$ cat src/shared/iaec_map.svh
// Register offsets, field positions and reset values of the interrupt block.
// Assumes a 32-bit AHB-Lite register window; offsets are byte addresses.
`ifndef IAEC_MAP_SVH
`define IAEC_MAP_SVH

`define IAEC_ADDR_W        16
`define IAEC_OFS_STATUS    16'h2000
`define IAEC_OFS_PENDING   16'h2004
`define IAEC_OFS_ENABLE    16'h2008
`define IAEC_OFS_ACK       16'h200c
`define IAEC_OFS_ENSET     16'h2010
`define IAEC_OFS_ENCLR     16'h2014
`define IAEC_OFS_MASTER    16'h201c
`define IAEC_NUM_SRC       12
`define IAEC_BIT_GLOBAL    0
`define IAEC_BIT_HWEN      1
`define IAEC_SRC_RESET     12'h000
`define IAEC_ZERO_WORD     32'h0000_0000
`define IAEC_HTRANS_NONSEQ 2'h2
`define IAEC_HTRANS_SEQ    2'h3

`endif

$ cat src/shared/iaec_pkg.sv
// Types shared by the interrupt acknowledge and enable control block.
// Assumes the register map header is compiled alongside.
`default_nettype none
package iaec_pkg;
	typedef enum logic [2:0] {
		IAEC_REG_NONE,
		IAEC_REG_STATUS,
		IAEC_REG_PENDING,
		IAEC_REG_ENABLE,
		IAEC_REG_ACK,
		IAEC_REG_ENSET,
		IAEC_REG_ENCLR,
		IAEC_REG_MASTER
	} iaec_reg_type;
endpackage
`default_nettype wire

$ cat src/hdl/iaec_ctrl.sv
// Interrupt status, enable mask, acknowledge and master control over AHB-Lite.
// Assumes a single AHB-Lite master, word transfers only, one clock domain.
// Hardware sources are level inputs from other logic; they are synchronised.
`timescale 1ns/1ps
`include "iaec_map.svh"
`default_nettype none

// Summary of operation
// - Writing 1 to an acknowledge bit clears that latched status bit.
// - Acknowledge bits are self-clearing; nothing written is retained.
// - Masked active source keeps its status set until acknowledged.
// - Enabling an already active source raises the output if master on.
// - Acknowledge zeros, inactive or absent bits change nothing.
// - Bits 7-0 DAC, 8 DMA, 9 ADC FIFO, 10 counter, 11 I/O.
// - Set-enable write sets enable bits written as 1, others unchanged.
// - Clear-enable write clears enable bits written as 1, others unchanged.
// - Master bit 0 is global enable; when 0 output stays low.
// - Hardware enable bit resets to 0; then only software raises status.
// - Hardware enable 1 routes sources in and blocks software raising.
// - Once hardware enable is 1, later writes to it are ignored.
// - Master reads bits 0 and 1, zeros above; upper writes ignored.
// - Each pending bit is status AND enable.
// - Source events latch into status even while disabled.
// - Software status write of 1 raises that source; zeros no effect.
module iaec_ctrl
	import iaec_pkg::*;
#(
	parameter int NSRC = `IAEC_NUM_SRC
) (
	input  wire logic                    clk,
	input  wire logic                    rst,
	input  wire logic                    hsel,
	input  wire logic [31:0]             haddr,
	input  wire logic [1:0]              htrans,
	input  wire logic                    hwrite,
	input  wire logic [2:0]              hsize,
	input  wire logic [31:0]             hwdata,
	input  wire logic                    hready,
	output logic      [31:0]             hrdata,
	output logic                         hreadyout,
	output logic                         hresp,
	input  wire logic [NSRC-1:0]         srcIrq,
	output logic                         irqOut
);
	// Bus state
	logic                                addrValid;
	iaec_reg_type                        decReg;
	iaec_reg_type                        wrReg_q;
	logic                                wrPend_q;
	iaec_reg_type                        rdReg;
	logic [NSRC-1:0]                     wrBits;

	// Interrupt state
	logic [NSRC-1:0]                     status_q;
	logic [NSRC-1:0]                     enable_q;
	logic                                globalEn_q;
	logic                                hwEn_q;
	logic [NSRC-1:0]                     srcSync;
	logic [NSRC-1:0]                     srcPrev_q;
	logic [NSRC-1:0]                     hwRise;
	logic [NSRC-1:0]                     swRaise;
	logic [NSRC-1:0]                     ackClr;
	logic [NSRC-1:0]                     pendingView;

	// Maps a byte offset to the register it selects
	function automatic iaec_reg_type decodeOfs(
		input logic [`IAEC_ADDR_W-1:0] ofs
	);
		case (ofs)
			`IAEC_OFS_STATUS:  decodeOfs = IAEC_REG_STATUS;
			`IAEC_OFS_PENDING: decodeOfs = IAEC_REG_PENDING;
			`IAEC_OFS_ENABLE:  decodeOfs = IAEC_REG_ENABLE;
			`IAEC_OFS_ACK:     decodeOfs = IAEC_REG_ACK;
			`IAEC_OFS_ENSET:   decodeOfs = IAEC_REG_ENSET;
			`IAEC_OFS_ENCLR:   decodeOfs = IAEC_REG_ENCLR;
			`IAEC_OFS_MASTER:  decodeOfs = IAEC_REG_MASTER;
			default:           decodeOfs = IAEC_REG_NONE;
		endcase
	endfunction

	// Widens a source vector into a read word, reserved bits zero
	function automatic logic [31:0] toWord(input logic [NSRC-1:0] v);
		logic [31:0] w;
		w = `IAEC_ZERO_WORD;
		w[NSRC-1:0] = v;
		return w;
	endfunction

	// Hardware sources pass the three-flop conditioner
	iaec_src_sync #(
		.WIDTH  (NSRC)
	) u_src_sync (
		.clk    (clk),
		.rst    (rst),
		.asyncIn(srcIrq),
		.syncOut(srcSync)
	);

	// Valid address phase: selected, NONSEQ or SEQ, bus ready
	assign addrValid = hsel && hready &&
		(htrans == `IAEC_HTRANS_NONSEQ || htrans == `IAEC_HTRANS_SEQ);
	assign decReg = decodeOfs(haddr[`IAEC_ADDR_W-1:0]);
	assign rdReg  = (addrValid && !hwrite) ? decReg : IAEC_REG_NONE;

	// Write address phase held until data phase; hwdata arrives a cycle later
	always_ff @(posedge clk) begin
		if (rst) begin
			wrPend_q <= 1'b0;
			wrReg_q  <= IAEC_REG_NONE;
		end else begin
			wrPend_q <= addrValid && hwrite;
			wrReg_q  <= (addrValid && hwrite) ? decReg : IAEC_REG_NONE;
		end
	end

	// Only positions that have a source are ever acted on
	assign wrBits = hwdata[NSRC-1:0];

	// Zero-wait slave: always ready, always OKAY
	always_ff @(posedge clk) begin
		if (rst) begin
			hreadyout <= 1'b1;
			hresp     <= 1'b0;
		end else begin
			hreadyout <= 1'b1;
			hresp     <= 1'b0;
		end
	end

	// Read data registered in the address phase, so it stands in data phase
	always_ff @(posedge clk) begin
		if (rst) begin
			hrdata <= `IAEC_ZERO_WORD;
		end else begin
			case (rdReg)
				IAEC_REG_STATUS:  hrdata <= toWord(status_q);
				IAEC_REG_PENDING: hrdata <= toWord(pendingView);
				IAEC_REG_ENABLE:  hrdata <= toWord(enable_q);
				IAEC_REG_MASTER: begin
					hrdata <= `IAEC_ZERO_WORD;
					hrdata[`IAEC_BIT_GLOBAL] <= globalEn_q;
					hrdata[`IAEC_BIT_HWEN]   <= hwEn_q;
				end
				// Write-only and unmapped locations read zero; ack leaves no trace
				default:          hrdata <= `IAEC_ZERO_WORD;
			endcase
		end
	end

	// Rising edges of the conditioned sources are the hardware events
	always_ff @(posedge clk) begin
		if (rst) begin
			srcPrev_q <= `IAEC_SRC_RESET;
		end else begin
			srcPrev_q <= srcSync;
		end
	end

	// Sources only count while hardware mode is on
	assign hwRise  = (srcSync & ~srcPrev_q) & {NSRC{hwEn_q}};
	// Software may raise status only before hardware mode
	assign swRaise = (wrPend_q && wrReg_q == IAEC_REG_STATUS && !hwEn_q) ?
		wrBits : '0;
	// Ones clear, zeros are ignored; clearing an idle bit is harmless
	assign ackClr  = (wrPend_q && wrReg_q == IAEC_REG_ACK) ?
		wrBits : '0;

	// Status latch: a new event in the clear cycle survives the acknowledge.
	// Enable plays no part here, so a masked event still latches.
	always_ff @(posedge clk) begin
		if (rst) begin
			status_q <= `IAEC_SRC_RESET;
		end else begin
			status_q <= (status_q & ~ackClr) | hwRise | swRaise;
		end
	end

	// Enable mask: plain write, or atomic set and clear without read-modify
	always_ff @(posedge clk) begin
		if (rst) begin
			enable_q <= `IAEC_SRC_RESET;
		end else if (wrPend_q) begin
			case (wrReg_q)
				IAEC_REG_ENABLE: enable_q <= wrBits;
				IAEC_REG_ENSET:  enable_q <= enable_q | wrBits;
				IAEC_REG_ENCLR:  enable_q <= enable_q & ~wrBits;
				default:         enable_q <= enable_q;
			endcase
		end
	end

	// Master control: global enable is free, hardware enable is write-once
	always_ff @(posedge clk) begin
		if (rst) begin
			globalEn_q <= 1'b0;
			hwEn_q     <= 1'b0;
		end else if (wrPend_q && wrReg_q == IAEC_REG_MASTER) begin
			globalEn_q <= hwdata[`IAEC_BIT_GLOBAL];
			// Once set it locks; only reset clears it again
			if (!hwEn_q) begin
				hwEn_q <= hwdata[`IAEC_BIT_HWEN];
			end
		end
	end

	assign pendingView = status_q & enable_q;

	// Output registered; enabling an active source raises it next edge
	always_ff @(posedge clk) begin
		if (rst) begin
			irqOut <= 1'b0;
		end else begin
			irqOut <= globalEn_q && (|pendingView);
		end
	end
endmodule
`default_nettype wire

$ cat src/hdl/iaec_src_sync.sv
// Three-flop input conditioner for the asynchronous source lines.
// Assumes sources come from another clock or a pin; one clock, sync reset.
`timescale 1ns/1ps
`include "iaec_map.svh"
`default_nettype none
module iaec_src_sync #(
	parameter int WIDTH = `IAEC_NUM_SRC
) (
	input  wire logic             clk,
	input  wire logic             rst,
	input  wire logic [WIDTH-1:0] asyncIn,
	output logic      [WIDTH-1:0] syncOut
);
	logic [WIDTH-1:0] meta_q;
	logic [WIDTH-1:0] stage2_q;
	logic [WIDTH-1:0] stage3_q;

	// First stage feeds only the second; a change counts once two and three agree
	always_ff @(posedge clk) begin
		if (rst) begin
			meta_q   <= '0;
			stage2_q <= '0;
			stage3_q <= '0;
			syncOut  <= '0;
		end else begin
			meta_q   <= asyncIn;
			stage2_q <= meta_q;
			stage3_q <= stage2_q;
			for (int i = 0; i < WIDTH; i++) begin
				if (stage2_q[i] == stage3_q[i]) begin
					syncOut[i] <= stage3_q[i];
				end
			end
		end
	end
endmodule
`default_nettype wire

$ cat config.mk
export PLATFORM = sky130hd
export DESIGN_NAME = iaec_ctrl
export DESIGN_NICKNAME = d
export VERILOG_FILES = /design/src/shared/iaec_pkg.sv /design/src/hdl/iaec_ctrl.sv /design/src/hdl/iaec_src_sync.sv
export VERILOG_INCLUDE_DIRS = /design/src /design/src/shared
export SDC_FILE = /design/constraint.sdc
export NUM_CORES = 1
export LEC_CHECK = 0
export BUFFER_PORTS_ARGS = -buffer_cell sky130_fd_sc_hd__buf_2
export CORE_ASPECT_RATIO = 1.2
export CORE_MARGIN = 1.5
export CORE_UTILIZATION = 57
export CTS_BUF_LIST = sky130_fd_sc_hd__clkbuf_4 sky130_fd_sc_hd__clkbuf_8
export DETAILED_ROUTE_END_ITERATION = 16
export PLACE_DENSITY = 0.87
export REMOVE_ABC_BUFFERS = 1
export SLEW_MARGIN = 30
export SYNTH_ARGS = -nofsm -noshare
export SYNTH_HDL_FRONTEND = slang
export SYNTH_SLANG_ARGS = --single-unit
$ cat constraint.sdc
create_clock -name clk -period 4.1 [get_ports clk]
set_input_delay 1.025 -clock clk [delete_from_list [all_inputs] [get_ports clk]]
set_output_delay 1.025 -clock clk [all_outputs]
set_load 0.05 [all_outputs]
==> results.sh, run 1 <==
export IMPL_status="complete, no violations"
export IMPL_cts_hold_buf=0
export IMPL_regToRegSetupSlack_ns=2.31
export IMPL_power_density_nw_per_um2=396
export IMPL_ys_ff_latch=103
export IMPL_arrival_ns=2.61
export IMPL_finClkSkew_ns=0.00879
export IMPL_cts_buffer_depth=2
export IMPL_tns_ns=0
export IMPL_vias_per_cell=5.52
export IMPL_cts_max_level=3
export IMPL_cpMaxStageDelayCell="a2111oi_0"
export IMPL_crit_type="in2reg"
export IMPL_avgSynthCellArea_um2=9.64
export IMPL_ir_worst_vdd_v=0.000190
export IMPL_critPathLaunchType="input pin"
export IMPL_synth_top_area_share=0.503
export IMPL_netlist_area_um2=4100
export IMPL_yosys_warnings=0
export IMPL_n_fill_cell=537
export IMPL_portBuffers=58
export IMPL_hold_violations=0
export IMPL_rows=33
export IMPL_final_cells=562
export IMPL_worstSetupPathDepth=4
export IMPL_total_power_mw=1.79
export IMPL_tightest_slew_ns=0.720
export IMPL_cp_max_fo=15
export IMPL_syn_to_final_growth_pct=10.6
export IMPL_numCtsBuffers=9
export IMPL_first_global_vias=2740
export IMPL_num_antenna_cells=0
export IMPL_final_min_clock_period_ns=2.39
export IMPL_grt_pass1_wl_um=12100
export IMPL_globalplace_congestion=0.847
export IMPL_endpoint_kind="register"
export IMPL_layout_common_cells="103 x dfxtp_1, 72 x nor2b_1, 58 x buf_2"
export IMPL_synth_ff_type="dfxtp_1"
export IMPL_cts_tree="done"
export IMPL_wl_um=7450
export IMPL_gr_total_overflow=0
export IMPL_timing_final_crit_share=0.583
export IMPL_antenna_found_initial=0
export IMPL_antenna_left=0
export IMPL_synthTopCellsByArea="dfxtp_1 50%, nor2b_1 11%, nand3b_1 4.6%"
export IMPL_routed_via_count=3105
export IMPL_io_pins=121
export IMPL_finalNetCount=556
export IMPL_grt_setup_unrepaired="false"
export IMPL_dp_final_hpwl_um=4980
export IMPL_layout_commonest_cell="dfxtp_1"
export IMPL_ys_types=42
export IMPL_cts_resized=0
export IMPL_root_buffer="clkbuf_8"
export IMPL_crit_required_ns=4.31
export IMPL_synthCells=425
export IMPL_crit_family="simple AND/OR/NAND/NOR gates"
export IMPL_holdCritPathClass="reg2reg"
export IMPL_cp_num_buf_inv=1
export IMPL_max_stage_delay_ns=0.64
export IMPL_maxCapViolCount=0
export IMPL_initial_core_util=0.594
export IMPL_grt_max_degree=76
export IMPL_chipWidth_um=80.4
export IMPL_fp_dieH_um=95.9
export IMPL_synth_seq_area_share=0.503
export IMPL_design_core_area_um2=6900
export IMPL_setup_violations=0
export IMPL_post_cts_buffers=0
export IMPL_p_leak_nw=1.72
export IMPL_yosysTopAreaCell="dfxtp_1"
export IMPL_drt_wirelength_per_cell_um=13.3
export IMPL_path_clk_slew_ns=0.09
export IMPL_cts_sinks=103
export IMPL_first_iter_violations=236
export IMPL_worstPathCellList="buf_2 > nor4_1 > nand4_1 > a2111oi_0"
export IMPL_whs_path_depth=1
export IMPL_slew_headroom=0.519
export IMPL_drv_slew=0
export IMPL_clock_latency_ns=0.36
export IMPL_synthArstFlopShare=0
export IMPL_dieArea_um2=7710
export IMPL_reg2regPathDepth=3
export IMPL_place_inst=546
export IMPL_drive_above_1_share=0.175
export IMPL_drt_pass1_iterations=4
export IMPL_drc=0
export IMPL_max_freq_mhz=418
export IMPL_synth_edff_count=0
export IMPL_grt_total_usage=0.200
worst reg2reg max path: cells and delay by family, from the launching register on:
kind / cells / cell delay (ns)
AOI/OAI and AO/OA: 2 / 0.72
xor gates and xnor gates: 1 / 0.60
DFF: 1 / 0.41
metal layers:
metal / share of wire / vias to the layer above / global-route usage / routed length (um)
met1: 0.43 / 1419 / 0.233 / 3200
met3: 0.057 / 23 / 0.0313 / 424
met5: 0 / - / 0 / 0
met2: 0.48 / 122 / 0.338 / 3570
met4: 0.035 / 0 / 0.135 / 264
li1: - / 1541 / - / -
worst paths after layout:
kind | start | endpoint
min | u_src_sync.meta_q[2]$_SDFF_PP0_ | u_src_sync.stage2_q[2]$_SDFF_PP0_
max reg2reg | wrReg_q[1]$_SDFF_PP0_ | enable_q[11]$_SDFFE_PP0P_
max | haddr[5] | hrdata[2]$_SDFF_PP0_
min reg2reg | u_src_sync.meta_q[2]$_SDFF_PP0_ | u_src_sync.stage2_q[2]$_SDFF_PP0_
synthesized netlist by cell type, types with 3 or more instances:
cell type and n:
a22o_1 3, a221oi_1 3, dfxtp_1 103, nor3_1 14
nand3_1 12, clkbuf_1 15, a221o_1 12, nor2_1 4
buf_2 4, a21oi_1 12, nand2_1 15, nor4b_1 3
nand3b_1 25, and3_1 3, nor2b_1 72, a31oi_1 13
buf_4 24, inv_1 13, o21ai_0 35, xnor2_1 3
a2111oi_0 5, a2111oi_2 5
power breakdown:
part | internal [mW] | switching, mW
clock network | 0.301 | 0.352
logic | 0.0315 | 0.0891
registers | 1.01 | 0.00516
state kept, by name, indices dropped and copies added (netlist names):
register	count
enable_q	12
hrdata	12
srcPrev_q	12
status_q	12
u_src_sync.meta_q	12
u_src_sync.stage2_q	12
u_src_sync.stage3_q	12
u_src_sync.syncOut	12
wrReg_q	3
globalEn_q	1
hwEn_q	1
irqOut	1
wrPend_q	1
area by class of cell:
type | instances | area (um^2) | share of cell area
multi-input combinational | 284 | 1810 | 0.398
clock buffer | 10 | 131 | 0.0290
clock inverter | 6 | 77.6 | 0.0171
inverter | 13 | 48.8 | 0.0108
timing repair buffer | 59 | 298 | 0.0657
tap | 87 | 109 | 0.0240
sequential | 103 | 2060 | 0.455
logic make-up after synthesis:
logic type | count (synthesis) | synth area share
and+or+nand+nor | 161 | 0.242
muxes | 2 | 0.00489
buffers and inverters | 58 | 0.0763
DFF | 103 | 0.503
AOI/OAI and AO/OA | 94 | 0.160
xor gates and xnor gates | 5 | 0.0125
other | 2 | 0.00183
stage by stage:
stage,worst slack (ns),util,hold WS [ns],cell area [um^2]
detailed placement,1.31,0.627,0.422,4320
global placement,1.35,0.626,0.417,4320
floorplan,1.82,-,0.414,3910
CTS,1.68,0.657,0.444,4530
finish,1.71,0.657,0.443,4530
global route,1.56,0.657,0.458,4530
Note: power is estimated with default switching activity, not from simulation.
==> inputs of run 2 (changes only) <==
--- a/config.mk
+++ b/config.mk
@@ -9,10 +9,10 @@
 export BUFFER_PORTS_ARGS = -buffer_cell sky130_fd_sc_hd__buf_2
 export CORE_ASPECT_RATIO = 1.2
 export CORE_MARGIN = 1.5
-export CORE_UTILIZATION = 57
+export CORE_UTILIZATION = 53
 export CTS_BUF_LIST = sky130_fd_sc_hd__clkbuf_4 sky130_fd_sc_hd__clkbuf_8
 export DETAILED_ROUTE_END_ITERATION = 16
-export PLACE_DENSITY = 0.87
+export PLACE_DENSITY = 0.82
 export REMOVE_ABC_BUFFERS = 1
 export SLEW_MARGIN = 30
 export SYNTH_ARGS = -nofsm -noshare
==> constraint.sdc (replaced) <==
create_clock -name clk -period 2.35 [get_ports clk]
set_input_delay 0.5875 -clock clk [delete_from_list [all_inputs] [get_ports clk]]
set_output_delay 0.5875 -clock clk [all_outputs]
set_load 0.05 [all_outputs]
==> results.sh, run 2 (same netlist as run 1, synthesis figures left out) <==
export IMPL_status="complete, no violations"
export IMPL_io_pins=121
export IMPL_whs_path_depth=2
export IMPL_whs_endpoint="u_src_sync.meta_q[6]$_SDFF_PP0_"
export IMPL_critPathLaunchType="input pin"
export IMPL_slew_headroom=0.605
export IMPL_routed_via_count=3160
export IMPL_drv_slew=0
export IMPL_endpoint_kind="register"
export IMPL_drt_pass1_iterations=4
export IMPL_clock_latency_ns=0.35
export IMPL_grt_total_usage=0.186
export IMPL_finalNetCount=561
export IMPL_final_min_clock_period_ns=1.78
export IMPL_place_inst=554
export IMPL_tns_ns=0
export IMPL_reg2regPathDepth=4
export IMPL_drt_wirelength_per_cell_um=13.0
export IMPL_hold_path_startpoint="srcIrq[6]"
export IMPL_setup_violations=0
export IMPL_cts_sinks=103
export IMPL_wl_um=7410
export IMPL_crit_type="in2reg"
export IMPL_ir_worst_vdd_v=0.000392
export IMPL_finClkSkew_ns=0.00864
export IMPL_design_core_area_um2=7360
export IMPL_hold_violations=0
export IMPL_numCtsBuffers=9
export IMPL_maxCapViolCount=0
export IMPL_globalplace_congestion=0.808
export IMPL_antenna_left=0
export IMPL_crit_start="haddr[10]"
export IMPL_grt_max_degree=57
export IMPL_layout_common_cells="103 x dfxtp_1, 72 x nor2b_1, 58 x buf_2"
export IMPL_first_global_vias=2856
export IMPL_final_cells=571
export IMPL_crit_required_ns=2.57
export IMPL_holdCritPathClass="in2reg"
export IMPL_dieArea_um2=8270
export IMPL_cts_max_level=3
export IMPL_timing_final_crit_share=0.755
export IMPL_first_iter_violations=188
export IMPL_fp_dieH_um=99.3
export IMPL_drc=0
export IMPL_grt_setup_unrepaired="false"
export IMPL_drive_above_1_share=0.181
export IMPL_cts_resized=0
export IMPL_max_freq_mhz=563
export IMPL_reg2reg_to="enable_q[0]$_SDFFE_PP0P_"
export IMPL_rows=34
export IMPL_r2r_start="wrReg_q[1]$_SDFF_PP0_"
export IMPL_utilization=0.617
export IMPL_post_cts_buffers=0
export IMPL_cp_max_fo=15
export IMPL_n_fill_cell=606
export IMPL_portBuffers=58
export IMPL_cts_hold_buf=0
export IMPL_syn_to_final_growth_pct=10.8
export IMPL_regToRegSetupSlack_ns=0.68
export IMPL_dp_final_hpwl_um=5060
export IMPL_grt_pass1_wl_um=12700
export IMPL_arrival_ns=2.00
export IMPL_power_density_nw_per_um2=661
export IMPL_antenna_found_initial=0
export IMPL_cts_tree="done"
export IMPL_layout_commonest_cell="dfxtp_1"
export IMPL_path_clk_slew_ns=0.09
export IMPL_cts_buffer_depth=2
export IMPL_tightest_slew_ns=0.592
export IMPL_gr_total_overflow=0
export IMPL_chipWidth_um=83.3
export IMPL_p_leak_nw=1.73
export IMPL_root_buffer="clkbuf_8"
export IMPL_vias_per_cell=5.53
export IMPL_initial_core_util=0.557
-- run 2: worst max-delay path by stage --
stage / to / slack (ns) / depth (start not counted)
detailed placement: hrdata[2]$_SDFF_PP0_ / 0.19 / 3
global route: hrdata[4]$_SDFF_PP0_ / 0.43 / 3
finish: hrdata[2]$_SDFF_PP0_ / 0.57 / 3
global placement: hrdata[11]$_SDFF_PP0_ / 0.32 / 3
CTS: hrdata[2]$_SDFF_PP0_ / 0.56 / 3
floorplan: hrdata[11]$_SDFF_PP0_ / 0.51 / 3
-- run 2: cell type report --
type / instances / area [um^2] / area share
Sequential cell: 103 / 2060 / 0.454
Multi-Input combinational cell: 284 / 1800 / 0.396
Timing Repair Buffer: 64 / 335 / 0.0738
Clock buffer: 10 / 138 / 0.0303
Tap cell: 90 / 113 / 0.0248
Inverter: 13 / 48.8 / 0.0107
Clock inverter: 6 / 45.0 / 0.00992
Antenna cell: 1 / 2.50 / 0.000551
-- run 2: routing by layer --
layer | global-route usage | wire [um]
met1 | 0.218 | 3200
met4 | 0.0987 | 206
met2 | 0.323 | 3510
met5 | 0 | 0
met3 | 0.0365 | 493
-- run 2: power breakdown --
part | switching (mW) | leakage [nW] | internal (mW)
registers | 0.00875 | 0.836 | 1.77
logic | 0.154 | 0.800 | 0.0571
clock network | 0.593 | 0.0902 | 0.420
total | 0.756 | 1.73 | 2.25
-- run 2: metrics by stage --
step | cell area [um^2] | hold slack [ns] | power [mW] | worst slack [ns]
6_report | 4540 | 0.434 | 3.00 | 0.575
5_1_grt | 4540 | 0.414 | 3.12 | 0.426
4_1_cts | 4540 | 0.414 | 3.03 | 0.564
3_5_place_dp | 4360 | 0.421 | 2.03 | 0.193
3_3_place_gp | 4360 | 0.416 | 2.02 | 0.316
2_1_floorplan | 3910 | 0.414 | 1.94 | 0.510
-- run 2: worst max-delay path, stage by stage --
cell	delay (ns)
buf_2	0.09
or4b_1	0.81
a2111oi_0	0.50
